<file path="src/design/spi_frame_pkg.sv">
package spi_frame_pkg;

	// ----------------------------------------
	// Frame layout
	// ----------------------------------------
	localparam int FRAME_BITS = 16;
	localparam int BIT_RW = 15;
	localparam int BIT_SPACE = 14;
	localparam int ADDR_HI = 13;
	localparam int ADDR_LO = 9;
	localparam int BIT_PARITY = 8;
	localparam int ADDR_W = 5;
	localparam int DATA_W = 8;
	localparam logic [4:0] FRAME_CLKS = 5'h10;
	localparam logic [4:0] CNT_SAT = 5'h11;
	localparam logic [4:0] ADDR_DONE_CNT = 5'h06;
	localparam logic [4:0] LOWBYTE_CNT = 5'h07;
	localparam logic [2:0] PIN_IDLE = 3'h2;

	// ----------------------------------------
	// Summary source widths
	// ----------------------------------------
	localparam int WAKE_W = 6;
	localparam int CAN_W = 8;
	localparam int LIN_W = 4;
	localparam int IO_W = 5;
	localparam int PRE_W = 8;
	localparam int CORE_W = 3;
	localparam int AUX_W = 15;

	// ----------------------------------------
	// Communication error byte
	// ----------------------------------------
	localparam int ERR_W = 4;
	localparam int ERR_SECURE = 0;
	localparam int ERR_CLOCK = 1;
	localparam int ERR_INVALID = 2;
	localparam int ERR_PARITY = 3;
	localparam logic [3:0] ERR_READ_CLR = 4'hc;
	localparam logic [4:0] DIAG_ERR_ADDR = 5'h13;

	// ----------------------------------------
	// Fail-safe address classes, one bit per address
	// ----------------------------------------
	localparam logic [31:0] FS_USED_MASK = 32'h001efffe;
	localparam logic [31:0] FS_INIT_MASK = 32'h000e107a;
	localparam logic [31:0] FS_RO_MASK = 32'h0010e000;
	localparam logic [31:0] FS_SECURED_MASK = 32'h00000c00;

	// ----------------------------------------
	// Timing
	// ----------------------------------------
	localparam int CLK_PERIOD_NS = 25;
	localparam int FS_GAP_NS = 3500;
	localparam int FS_GAP_CYC = (FS_GAP_NS + CLK_PERIOD_NS - 1) / CLK_PERIOD_NS;
	localparam int SCLK_HALF_CYC = 4;
	localparam int CS_MIN_HIGH_CYC = 8;
	localparam int GAP_W = 8;
	localparam logic [7:0] FS_GAP_CNT = 8'(FS_GAP_CYC);
	localparam logic [7:0] CS_MIN_HIGH_CNT = 8'(CS_MIN_HIGH_CYC);
	localparam logic [7:0] HALF_LAST = 8'(SCLK_HALF_CYC - 1);
	localparam logic [7:0] GAP_SAT = 8'hff;

	// ----------------------------------------
	// Primary command port
	// ----------------------------------------
	localparam int HOST_ADDR_W = 4;
	localparam int HOST_DATA_W = 16;
	localparam logic [3:0] HOST_CMD_OFS = 4'h0;
	localparam logic [3:0] HOST_STAT_OFS = 4'h4;
	localparam logic [3:0] HOST_RESP_OFS = 4'h8;
	localparam int STAT_BUSY = 0;
	localparam int STAT_DONE = 1;

endpackage

</file>
<file path="src/design/spi_link_if.sv">
`timescale 1ns/1ps
interface spi_link_if;
	// Link wires
	logic sclk;
	logic chip_select_n;
	logic mosi;
	logic miso;

	// Primary drives clock, select and command data
	modport primary (
		output sclk,
		output chip_select_n,
		output mosi,
		input miso
	);

	// Secondary answers on miso
	modport secondary (
		input sclk,
		input chip_select_n,
		input mosi,
		output miso
	);
endinterface

</file>
<file path="src/design/spi_frame_device.sv">
`timescale 1ns/1ps
// Behaviour
// - One 16-bit frame per chip select low
// - Top bit: zero read, one write
// - Bit 14 picks main or fail-safe space
// - Bits 13 to 9 are address, MSB first
// - Write parity makes total ones odd
// - Reads send zero parity and zero data
// - Upper byte summary; write lower byte extended
// - Read lower byte returns selected register
// - Fail-safe accesses need 3.5 us gap
// - Bit 15 ORs communication error flags
// - Bit 14 ORs wake-up source flags
// - Bit 13 ORs CAN diagnostic flags
// - Bit 12 ORs LIN error flags
// - Bit 11 ORs input change flags
// - Bit 10 ORs pre-regulator and battery events
// - Bit 9 ORs core supply events
// - Bit 8 ORs auxiliary supply events
// - Secure nibble mismatch sets sticky error
// - Clock count not 16 sets sticky error
// - Malformed or forbidden fail-safe access flagged
// - Secure nibble derived from upper data nibble
module spi_frame_device (
	// System
	input wire logic core_clk,
	input wire logic reset,
	// Link to the primary
	spi_link_if.secondary link,
	// Event sources for the summary byte, and the init phase for fail-safe writes
	input wire logic [spi_frame_pkg::WAKE_W-1:0] wake_flags,
	input wire logic [spi_frame_pkg::CAN_W-1:0] can_flags,
	input wire logic [spi_frame_pkg::LIN_W-1:0] lin_flags,
	input wire logic [spi_frame_pkg::IO_W-1:0] io_flags,
	input wire logic [spi_frame_pkg::PRE_W-1:0] pre_flags,
	input wire logic pre_state,
	input wire logic [spi_frame_pkg::CORE_W-1:0] core_flags,
	input wire logic core_state,
	input wire logic [spi_frame_pkg::AUX_W-1:0] aux_flags,
	input wire logic init_phase,
	// Register write side
	output logic wr_strobe,
	output logic wr_space,
	output logic [spi_frame_pkg::ADDR_W-1:0] wr_addr,
	output logic [spi_frame_pkg::DATA_W-1:0] wr_data,
	// Register read side
	output logic rd_space,
	output logic [spi_frame_pkg::ADDR_W-1:0] rd_addr,
	input wire logic [spi_frame_pkg::DATA_W-1:0] rd_data,
	output logic rd_done,
	// Sticky communication errors
	output logic [spi_frame_pkg::ERR_W-1:0] err_flags
);
	import spi_frame_pkg::*;

	// Address class lookup, used for several classes
	function automatic logic addr_in(input logic [31:0] mask,
		input logic [ADDR_W-1:0] a);
		return mask[a];
	endfunction

	// ----------------------------------------
	// Pin sampling
	// ----------------------------------------
	logic [2:0] sync1_reg, sync2_reg, sync3_reg, pin_reg;
	wire logic [2:0] pin_raw, agree, pin_next;

	// Order: sclk, chip select, mosi
	assign pin_raw = {link.sclk, link.chip_select_n, link.mosi};
	// A change counts only once stages two and three agree
	assign agree = ~(sync2_reg ^ sync3_reg);
	assign pin_next = (agree & sync3_reg) | (~agree & pin_reg);

	// Three stages; stage one feeds only stage two
	always_ff @(posedge core_clk) begin
		if (reset) begin
			sync1_reg <= PIN_IDLE;
			sync2_reg <= PIN_IDLE;
			sync3_reg <= PIN_IDLE;
			pin_reg <= PIN_IDLE;
		end else begin
			sync1_reg <= pin_raw;
			sync2_reg <= sync1_reg;
			sync3_reg <= sync2_reg;
			pin_reg <= pin_next;
		end
	end

	wire logic in_frame, cs_fall, cs_rise, clk_rise, clk_fall, mosi_bit;

	// Clock edges seen only while selected
	assign in_frame = ~pin_reg[1];
	assign cs_fall = pin_reg[1] & ~pin_next[1];
	assign cs_rise = ~pin_reg[1] & pin_next[1];
	assign clk_rise = in_frame & ~pin_reg[2] & pin_next[2];
	assign clk_fall = in_frame & pin_reg[2] & ~pin_next[2];
	assign mosi_bit = pin_next[0];

	// ----------------------------------------
	// Summary byte
	// ----------------------------------------
	logic [ERR_W-1:0] err_reg;
	wire logic [7:0] summary;

	// Follows the sources, so a source cleared on read clears it
	assign summary = {
		|err_reg,
		|wake_flags,
		|can_flags,
		|lin_flags,
		|io_flags,
		(|pre_flags) | ~pre_state,
		(|core_flags) | ~core_state,
		|aux_flags
	};

	// ----------------------------------------
	// Shift path
	// ----------------------------------------
	logic [4:0] cnt_reg;
	logic [FRAME_BITS-1:0] rx_reg, out_reg;
	logic miso_reg, rd_space_reg;
	logic [ADDR_W-1:0] rd_addr_reg;
	wire logic [4:0] cnt_inc;
	wire logic [3:0] bit_sel;
	wire logic diag_sel;
	wire logic [7:0] err_byte, low_byte;

	// Saturate so an overlong frame stays wrong
	assign cnt_inc = (cnt_reg == CNT_SAT) ? cnt_reg : cnt_reg + 5'h01;
	// After n rises the next bit out is 15 - n
	assign bit_sel = ~cnt_reg[3:0];
	assign diag_sel = ~rd_space_reg & (rd_addr_reg == DIAG_ERR_ADDR);
	assign err_byte = {{(8 - ERR_W){1'b0}}, err_reg};
	// rx_reg[6] is the op bit once seven bits are in
	assign low_byte = (rx_reg[6] | diag_sel) ? err_byte
		: rd_data;

	// Capture on rise, MSB first
	always_ff @(posedge core_clk) begin
		if (reset || cs_fall) begin
			cnt_reg <= 5'h00;
			rx_reg <= '0;
		end else if (clk_rise) begin
			cnt_reg <= cnt_inc;
			rx_reg <= {rx_reg[14:0], mosi_bit};
		end
	end

	// Address known after the seventh rise
	always_ff @(posedge core_clk) begin
		if (reset) begin
			rd_space_reg <= 1'b0;
			rd_addr_reg <= '0;
		end else if (clk_rise && cnt_reg == ADDR_DONE_CNT) begin
			rd_space_reg <= rx_reg[4];
			rd_addr_reg <= {rx_reg[3:0], mosi_bit};
		end
	end

	// Upper byte fixed at select, lower byte chosen mid-frame
	always_ff @(posedge core_clk) begin
		if (reset) begin
			out_reg <= '0;
		end else if (cs_fall) begin
			out_reg <= {summary, 8'h00};
		end else if (clk_rise && cnt_reg == LOWBYTE_CNT) begin
			out_reg[7:0] <= low_byte;
		end
	end

	// Output changes at select fall and on falling clock edges
	always_ff @(posedge core_clk) begin
		if (reset) begin
			miso_reg <= 1'b0;
		end else if (cs_fall) begin
			miso_reg <= summary[7];
		end else if (clk_fall) begin
			miso_reg <= out_reg[bit_sel];
		end
	end

	assign link.miso = miso_reg;

	// ----------------------------------------
	// Frame checks at deselect
	// ----------------------------------------
	wire logic f_write, f_fs, clk_bad, par_bad, malformed;
	wire logic fs_bad, sec_bad, good, do_write, do_read, diag_clear;
	wire logic [ADDR_W-1:0] f_addr;
	wire logic [DATA_W-1:0] f_data;
	wire logic [3:0] sec_expect;

	assign f_write = rx_reg[BIT_RW];
	assign f_fs = rx_reg[BIT_SPACE];
	assign f_addr = rx_reg[ADDR_HI:ADDR_LO];
	assign f_data = rx_reg[DATA_W-1:0];
	// Anything but sixteen clocks is rejected whole
	assign clk_bad = cnt_reg != FRAME_CLKS;
	// Total ones including parity must be odd
	assign par_bad = f_write & ~(^rx_reg);
	assign malformed = ~f_write & (rx_reg[8:0] != 9'h000);
	assign fs_bad = f_fs & (~addr_in(FS_USED_MASK, f_addr) | malformed
		| (f_write & (addr_in(FS_RO_MASK, f_addr)
		| (addr_in(FS_INIT_MASK, f_addr) & ~init_phase))));
	assign sec_expect = {~f_data[5], ~f_data[4], f_data[7], f_data[6]};
	assign sec_bad = f_fs & f_write & addr_in(FS_SECURED_MASK, f_addr)
		& (f_data[3:0] != sec_expect);
	assign good = cs_rise & ~clk_bad & ~par_bad & ~fs_bad & ~sec_bad;
	assign do_write = good & f_write;
	assign do_read = good & ~f_write;
	assign diag_clear = do_read & ~f_fs & (f_addr == DIAG_ERR_ADDR);

	wire logic [ERR_W-1:0] err_set, err_clr;

	// Checks rank: clock, then parity, then access, then secure
	assign err_set[ERR_CLOCK] = cs_rise & clk_bad;
	assign err_set[ERR_PARITY] = cs_rise & ~clk_bad & par_bad;
	assign err_set[ERR_INVALID] = cs_rise & ~clk_bad & ~par_bad
		& fs_bad;
	assign err_set[ERR_SECURE] = cs_rise & ~clk_bad & ~par_bad
		& ~fs_bad & sec_bad;
	// Secure and clock errors leave only with reset
	assign err_clr = diag_clear ? ERR_READ_CLR : '0;

	// Set wins over a clear in the same cycle
	always_ff @(posedge core_clk) begin
		if (reset) begin
			err_reg <= '0;
		end else begin
			err_reg <= err_set | (err_reg & ~err_clr);
		end
	end

	logic wr_strobe_reg, wr_space_reg, rd_done_reg;
	logic [ADDR_W-1:0] wr_addr_reg;
	logic [DATA_W-1:0] wr_data_reg;

	// Pulses; the write fields hold until the next write
	always_ff @(posedge core_clk) begin
		if (reset) begin
			wr_strobe_reg <= 1'b0;
			rd_done_reg <= 1'b0;
		end else begin
			wr_strobe_reg <= do_write;
			rd_done_reg <= do_read;
		end
	end

	always_ff @(posedge core_clk) begin
		if (reset) begin
			wr_space_reg <= 1'b0;
			wr_addr_reg <= '0;
			wr_data_reg <= '0;
		end else if (do_write) begin
			wr_space_reg <= f_fs;
			wr_addr_reg <= f_addr;
			wr_data_reg <= f_data;
		end
	end

	assign wr_strobe = wr_strobe_reg;
	assign wr_space = wr_space_reg;
	assign wr_addr = wr_addr_reg;
	assign wr_data = wr_data_reg;
	assign rd_space = rd_space_reg;
	assign rd_addr = rd_addr_reg;
	assign rd_done = rd_done_reg;
	assign err_flags = err_reg;

endmodule

</file>
<file path="src/flat_wrapper.sv">
// flat-port wrapper written by rule: the top's interface ports become plain ports
module spi_frame_device_flat import spi_frame_pkg::*;
  (core_clk, reset, wake_flags, can_flags, lin_flags, io_flags, pre_flags, pre_state, core_flags, core_state, aux_flags, init_phase, wr_strobe, wr_space, wr_addr, wr_data, rd_space, rd_addr, rd_data, rd_done, err_flags, link_sclk, link_chip_select_n, link_mosi, link_miso);
  spi_link_if link_i ();
  input wire logic core_clk;
  input wire logic reset;
  input wire logic [spi_frame_pkg::WAKE_W-1:0] wake_flags;
  input wire logic [spi_frame_pkg::CAN_W-1:0] can_flags;
  input wire logic [spi_frame_pkg::LIN_W-1:0] lin_flags;
  input wire logic [spi_frame_pkg::IO_W-1:0] io_flags;
  input wire logic [spi_frame_pkg::PRE_W-1:0] pre_flags;
  input wire logic pre_state;
  input wire logic [spi_frame_pkg::CORE_W-1:0] core_flags;
  input wire logic core_state;
  input wire logic [spi_frame_pkg::AUX_W-1:0] aux_flags;
  input wire logic init_phase;
  output logic wr_strobe;
  output logic wr_space;
  output logic [spi_frame_pkg::ADDR_W-1:0] wr_addr;
  output logic [spi_frame_pkg::DATA_W-1:0] wr_data;
  output logic rd_space;
  output logic [spi_frame_pkg::ADDR_W-1:0] rd_addr;
  input wire logic [spi_frame_pkg::DATA_W-1:0] rd_data;
  output logic rd_done;
  output logic [spi_frame_pkg::ERR_W-1:0] err_flags;
  input wire logic [$bits(link_i.sclk)-1:0] link_sclk;
  input wire logic [$bits(link_i.chip_select_n)-1:0] link_chip_select_n;
  input wire logic [$bits(link_i.mosi)-1:0] link_mosi;
  output wire logic [$bits(link_i.miso)-1:0] link_miso;
  assign link_i.sclk = link_sclk;
  assign link_i.chip_select_n = link_chip_select_n;
  assign link_i.mosi = link_mosi;
  assign link_miso = link_i.miso;
  spi_frame_device u_core (.core_clk(core_clk), .reset(reset), .link(link_i), .wake_flags(wake_flags), .can_flags(can_flags), .lin_flags(lin_flags), .io_flags(io_flags), .pre_flags(pre_flags), .pre_state(pre_state), .core_flags(core_flags), .core_state(core_state), .aux_flags(aux_flags), .init_phase(init_phase), .wr_strobe(wr_strobe), .wr_space(wr_space), .wr_addr(wr_addr), .wr_data(wr_data), .rd_space(rd_space), .rd_addr(rd_addr), .rd_data(rd_data), .rd_done(rd_done), .err_flags(err_flags));
endmodule
</file>
<file path="config.mk">
export PLATFORM = sky130hd
export DESIGN_NAME = spi_frame_device_flat
export DESIGN_NICKNAME = d
export VERILOG_FILES = /design/src/design/spi_frame_pkg.sv /design/src/design/spi_link_if.sv /design/src/design/spi_frame_device.sv /design/src/flat_wrapper.sv
export SDC_FILE = /design/constraint.sdc
export NUM_CORES = 1
export LEC_CHECK = 0
export CORE_MARGIN = 2
export CORE_UTILIZATION = 52
export CTS_CLUSTER_SIZE = 8
export DETAILED_ROUTE_END_ITERATION = 16
export DONT_BUFFER_PORTS = 1
export GPL_TIMING_DRIVEN = 0
export PLACE_DENSITY = 0.78
export SYNTH_ARGS = -nofsm -noshare
export SYNTH_HDL_FRONTEND = slang
export SYNTH_SLANG_ARGS = --single-unit
</file>
<file path="constraint.sdc">
create_clock -name core_clk -period 3.9 [get_ports core_clk]
set_input_delay 0.975 -clock core_clk [delete_from_list [all_inputs] [get_ports core_clk]]
set_output_delay 0.975 -clock core_clk [all_outputs]
set_load 0.005 [all_outputs]
</file>
==> results.txt <==
The weighted congestion reported at the end of routability-driven placement is 0.833. For this run, the post-layout net count is 502. The post-detailed-routing wire length came out at 8060 um. The via count of the first global-routing pass was 2,702. The highest ir drop seen on vdd came out at 0.246 mV. No sink is reached through more buffers than the 2 on the longest clock path. The final antenna-violating net count came out at 0. The TritonCTS clock tree is built.

Setup repair after global routing left no endpoint under its margin. The starting density of the core came out at 54.5%. The power density relative to cell area came out at 398 nW/um^2. After clock tree synthesis, the repair step resized 0 gates. Counting flops with a built-in enable in the synthesized netlist gives 0.

The number of fillers in the final layout came out at 612. The synthesized instance count is 413. The post-placement worst setup slack came out at 0.932 ns. The max-slew headroom at the worst pin is 37.0%. The standard-cell row count came out at 30. The share of async-settable or async-resettable flops after synthesis is 0%.

The instance area at placement came out at 3860 sq um. The floorplan die width came out at 88.8 um. The initial antenna violation count is 0.

The share of total power dissipated in combinational logic is 2.1%. At the pin with the least slew margin, the transition time is 0.940 ns. Once layout is complete, the cells apart from fillers number 525.

The total track usage is 21.1%. The die covers 7890 sq um. The area overhead of the layout relative to synthesis is 10.2%. The combined area of all synthesized cells is 3740 sq um.

The first TritonRoute pass finished after 4 iterations. The net switching power figure came out at 0.316 mW. The share of total power consumed by net switching came out at 19.3%. The post-CTS setup-driven buffer insertion count came out at 0. The Yosys step of the flow raised 0 warnings. The tree built by TritonCTS fans out to 80 sinks. The total negative slack is 0 ns.

The internal reg-to-reg setup slack came out at 1.02 ns. The post-synthesis area per instance is 9.06 sq um. The clock skew is 0.00535 ns. Cells fill 60.0% of the core in the end. The vias after detailed routing is 2,908. The count of max-cap constraint violations is 0. The number of buffers added by the clock tree synthesis step is 9.

The clock transition at the registers of the reported paths is 0.08 ns. The clock tree root buffer cell is sky130_fd_sc_hd__clkbuf_8. The chip height is 88.8 um.

By startpoint and endpoint, the worst setup path is classified as reg2reg. The class of the most critical hold timing path is reg2reg. The maximum fanout along the worst path is 10.

After detailed routing, the number of vias per cell comes to 5.54. The final critical path time including I/O delays and setup is 2.88 ns. The area share of the leading cell type in the synthesized netlist came out at 42.8%.

The number of endpoints failing setup at the final stage came out at 0. The number of synthesized register bits is 80. The worst setup path is launched from a register. The final non-filler cell area came out at 4120 sq um.

Once routing completed, OpenROAD measured the worst setup slack at 1.02 ns. For this run the aggregate overflow at the end of global routing stands at 0. The H-tree generated during clock tree synthesis spans 3 levels. The hold buffer count at CTS came out at 0. The number of hold-slack violations in the final timing report is 0. The achievable frequency is 348 MHz.

Among all flip-flop cells after synthesis, the most frequent one is sky130_fd_sc_hd__dfxtp_1. After synthesis, the netlist uses 52 different library cells. The cell type contributing the most total cell area after synthesis is sky130_fd_sc_hd__dfxtp_1. The DRC violation count after routing is 0.

The number of top-level design ports is 92. The share of total power in sequential cells is 50.1%. Entering global routing, the biggest net connects 14 pins. The post-synthesis sequential area ratio is 42.8%. The routed length per placed instance came out at 15.3 um. The arrival time of data at the critical path endpoint came out at 3.16 ns. The area of the placeable core is 6870 sq um. The final max-slew violation count came out at 0. The share of power burned in the clock network is 47.8%. The latest clock arrival within the worst-skew pair came out at 0.36 ns.

After detailed placement, the design holds a cell count of 509. The number of nets handed over by synthesis was 491. After synthesis, the cell types taking the most area are sky130_fd_sc_hd__dfxtp_1 (43%), sky130_fd_sc_hd__mux2i_1 (5.6%), sky130_fd_sc_hd__nand2_1 (4.5%), sky130_fd_sc_hd__nand2b_1 (4.5%), sky130_fd_sc_hd__ha_1 (4.3%). The HPWL after detailed placement came out at 6180 um. The leakage power figure came out at 1.41 nW. At the worst endpoint, the required time is 4.19 ns. In this run, the number of DRC markers left after iteration 0 of detailed routing was 137. The worst setup path is captured at a register.

The number of antenna cells inserted came out at 0. The fraction of layout instances using a drive strength above 1 is 6.53%. The number of buffer cells added on primary ports came out at 0.

The internal power is 1.32 mW. The run finished with clean final reports. The post-route clock period utilization is 73.7%.

The first global-routing pass estimated 12,300 um of wire.
per-stage QoR:
step / power, mW / hold WS, ns
2_1_floorplan: 0.866 / 0.389
3_3_place_gp: 0.875 / 0.394
3_5_place_dp: 0.876 / 0.393
4_1_cts: 1.66 / 0.412
5_1_grt: 1.70 / 0.443
6_report: 1.64 / 0.411
cells in the final DEF, fill, tap and decap left out, drive strengths merged, types with 8 or more instances in the layout:
| master | n |
|---|---|
| xnor2 | 9 |
| ha | 13 |
| nand2 | 45 |
| nor2b | 8 |
| clkbuf | 33 |
| a21oi | 32 |
| mux2i | 21 |
| inv | 19 |
| nor2 | 39 |
| nor4 | 13 |
| dfxtp | 80 |
| nand2b | 27 |
| a211oi | 8 |
cell usage after synthesis (2+ instances only):
library cell and instances:
sky130_fd_sc_hd__o211ai_1 2, sky130_fd_sc_hd__nor3b_1 2, sky130_fd_sc_hd__clkbuf_1 22, sky130_fd_sc_hd__nor2b_1 8, sky130_fd_sc_hd__nor4b_1 4, sky130_fd_sc_hd__ha_1 13, sky130_fd_sc_hd__a311oi_1 3, sky130_fd_sc_hd__nor3_1 3
sky130_fd_sc_hd__o21ai_0 5, sky130_fd_sc_hd__o2bb2ai_1 2, sky130_fd_sc_hd__nor2_1 39, sky130_fd_sc_hd__dfxtp_1 80, sky130_fd_sc_hd__xnor2_1 8, sky130_fd_sc_hd__a21o_1 2, sky130_fd_sc_hd__a211oi_1 8, sky130_fd_sc_hd__mux4_2 5
sky130_fd_sc_hd__or2_2 5, sky130_fd_sc_hd__nand4_1 4, sky130_fd_sc_hd__xor2_1 6, sky130_fd_sc_hd__inv_1 19, sky130_fd_sc_hd__a21oi_1 32, sky130_fd_sc_hd__mux2i_1 21, sky130_fd_sc_hd__nor4_1 13, sky130_fd_sc_hd__nand2_1 45
sky130_fd_sc_hd__nand2b_1 27, sky130_fd_sc_hd__nand3_1 6, sky130_fd_sc_hd__a31oi_1 4
metal layers:
metal	routed length [um]	share of wire, %	track usage, %	vias to the layer above
met1	3370	42	23.6	1331
met2	3920	49	36.8	110
li1	-	-	-	1451
met3	557	6.9	6.44	16
met5	0	0	0	-
met4	211	2.6	9.23	0
final timing paths:
path                                           from                  end  cells past startpoint
worst max-delay path               u_core.rx_reg[0]    u_core.wr_data[2]                      8
worst max register to register     u_core.rx_reg[0]    u_core.wr_data[2]                      8
worst min register to register  u_core.sync1_reg[1]  u_core.sync2_reg[1]                      1
worst min-delay path            u_core.sync1_reg[1]  u_core.sync2_reg[1]                      1
power by group through the flow:
stage | Sequential (mW) | Clock [mW] | Combinational [mW]
final | 0.823 | 0.784 | 0.0341
after floorplan | 0.841 | 0 | 0.0249
after global routing | 0.823 | 0.835 | 0.0377
after CTS | 0.823 | 0.799 | 0.0345
after global placement | 0.842 | 0 | 0.0333
after detailed placement | 0.842 | 0 | 0.0343
cell families (layout without fill, tap and decap cells):
family          Yosys count  count (layout)  synth area share [%]
compound gates           66              66                  11.6
simple gates            167             167                  22.9
xor+xnor                 17              17                  4.95
fa+ha+maj                14              14                  4.61
buf+inv                  43              59                  4.55
mux                      26              26                  8.63
flops                    80              80                  42.8
cell type report:
cell class | count | area, sq um | area share (%)
Multi-Input combinational cell | 290 | 1970 | 47.8
Buffer | 24 | 98.8 | 2.40
Sequential cell | 80 | 1600 | 38.8
Inverter | 19 | 71.3 | 1.73
Tap cell | 96 | 120 | 2.91
Clock inverter | 5 | 129 | 3.13
Clock buffer | 11 | 131 | 3.19
critical path, stage by stage, from the launching register on:
cell and delay [ns]:
sky130_fd_sc_hd__dfxtp_1 0.41, sky130_fd_sc_hd__inv_1 0.11, sky130_fd_sc_hd__ha_1 0.34, sky130_fd_sc_hd__xnor2_1 0.27
sky130_fd_sc_hd__xnor2_2 0.18, sky130_fd_sc_hd__xnor3_1 0.40, sky130_fd_sc_hd__a2111oi_4 0.64, sky130_fd_sc_hd__buf_6 0.26
sky130_fd_sc_hd__mux2i_1 0.19
No activity file was read; power rests on OpenSTA's default activity.
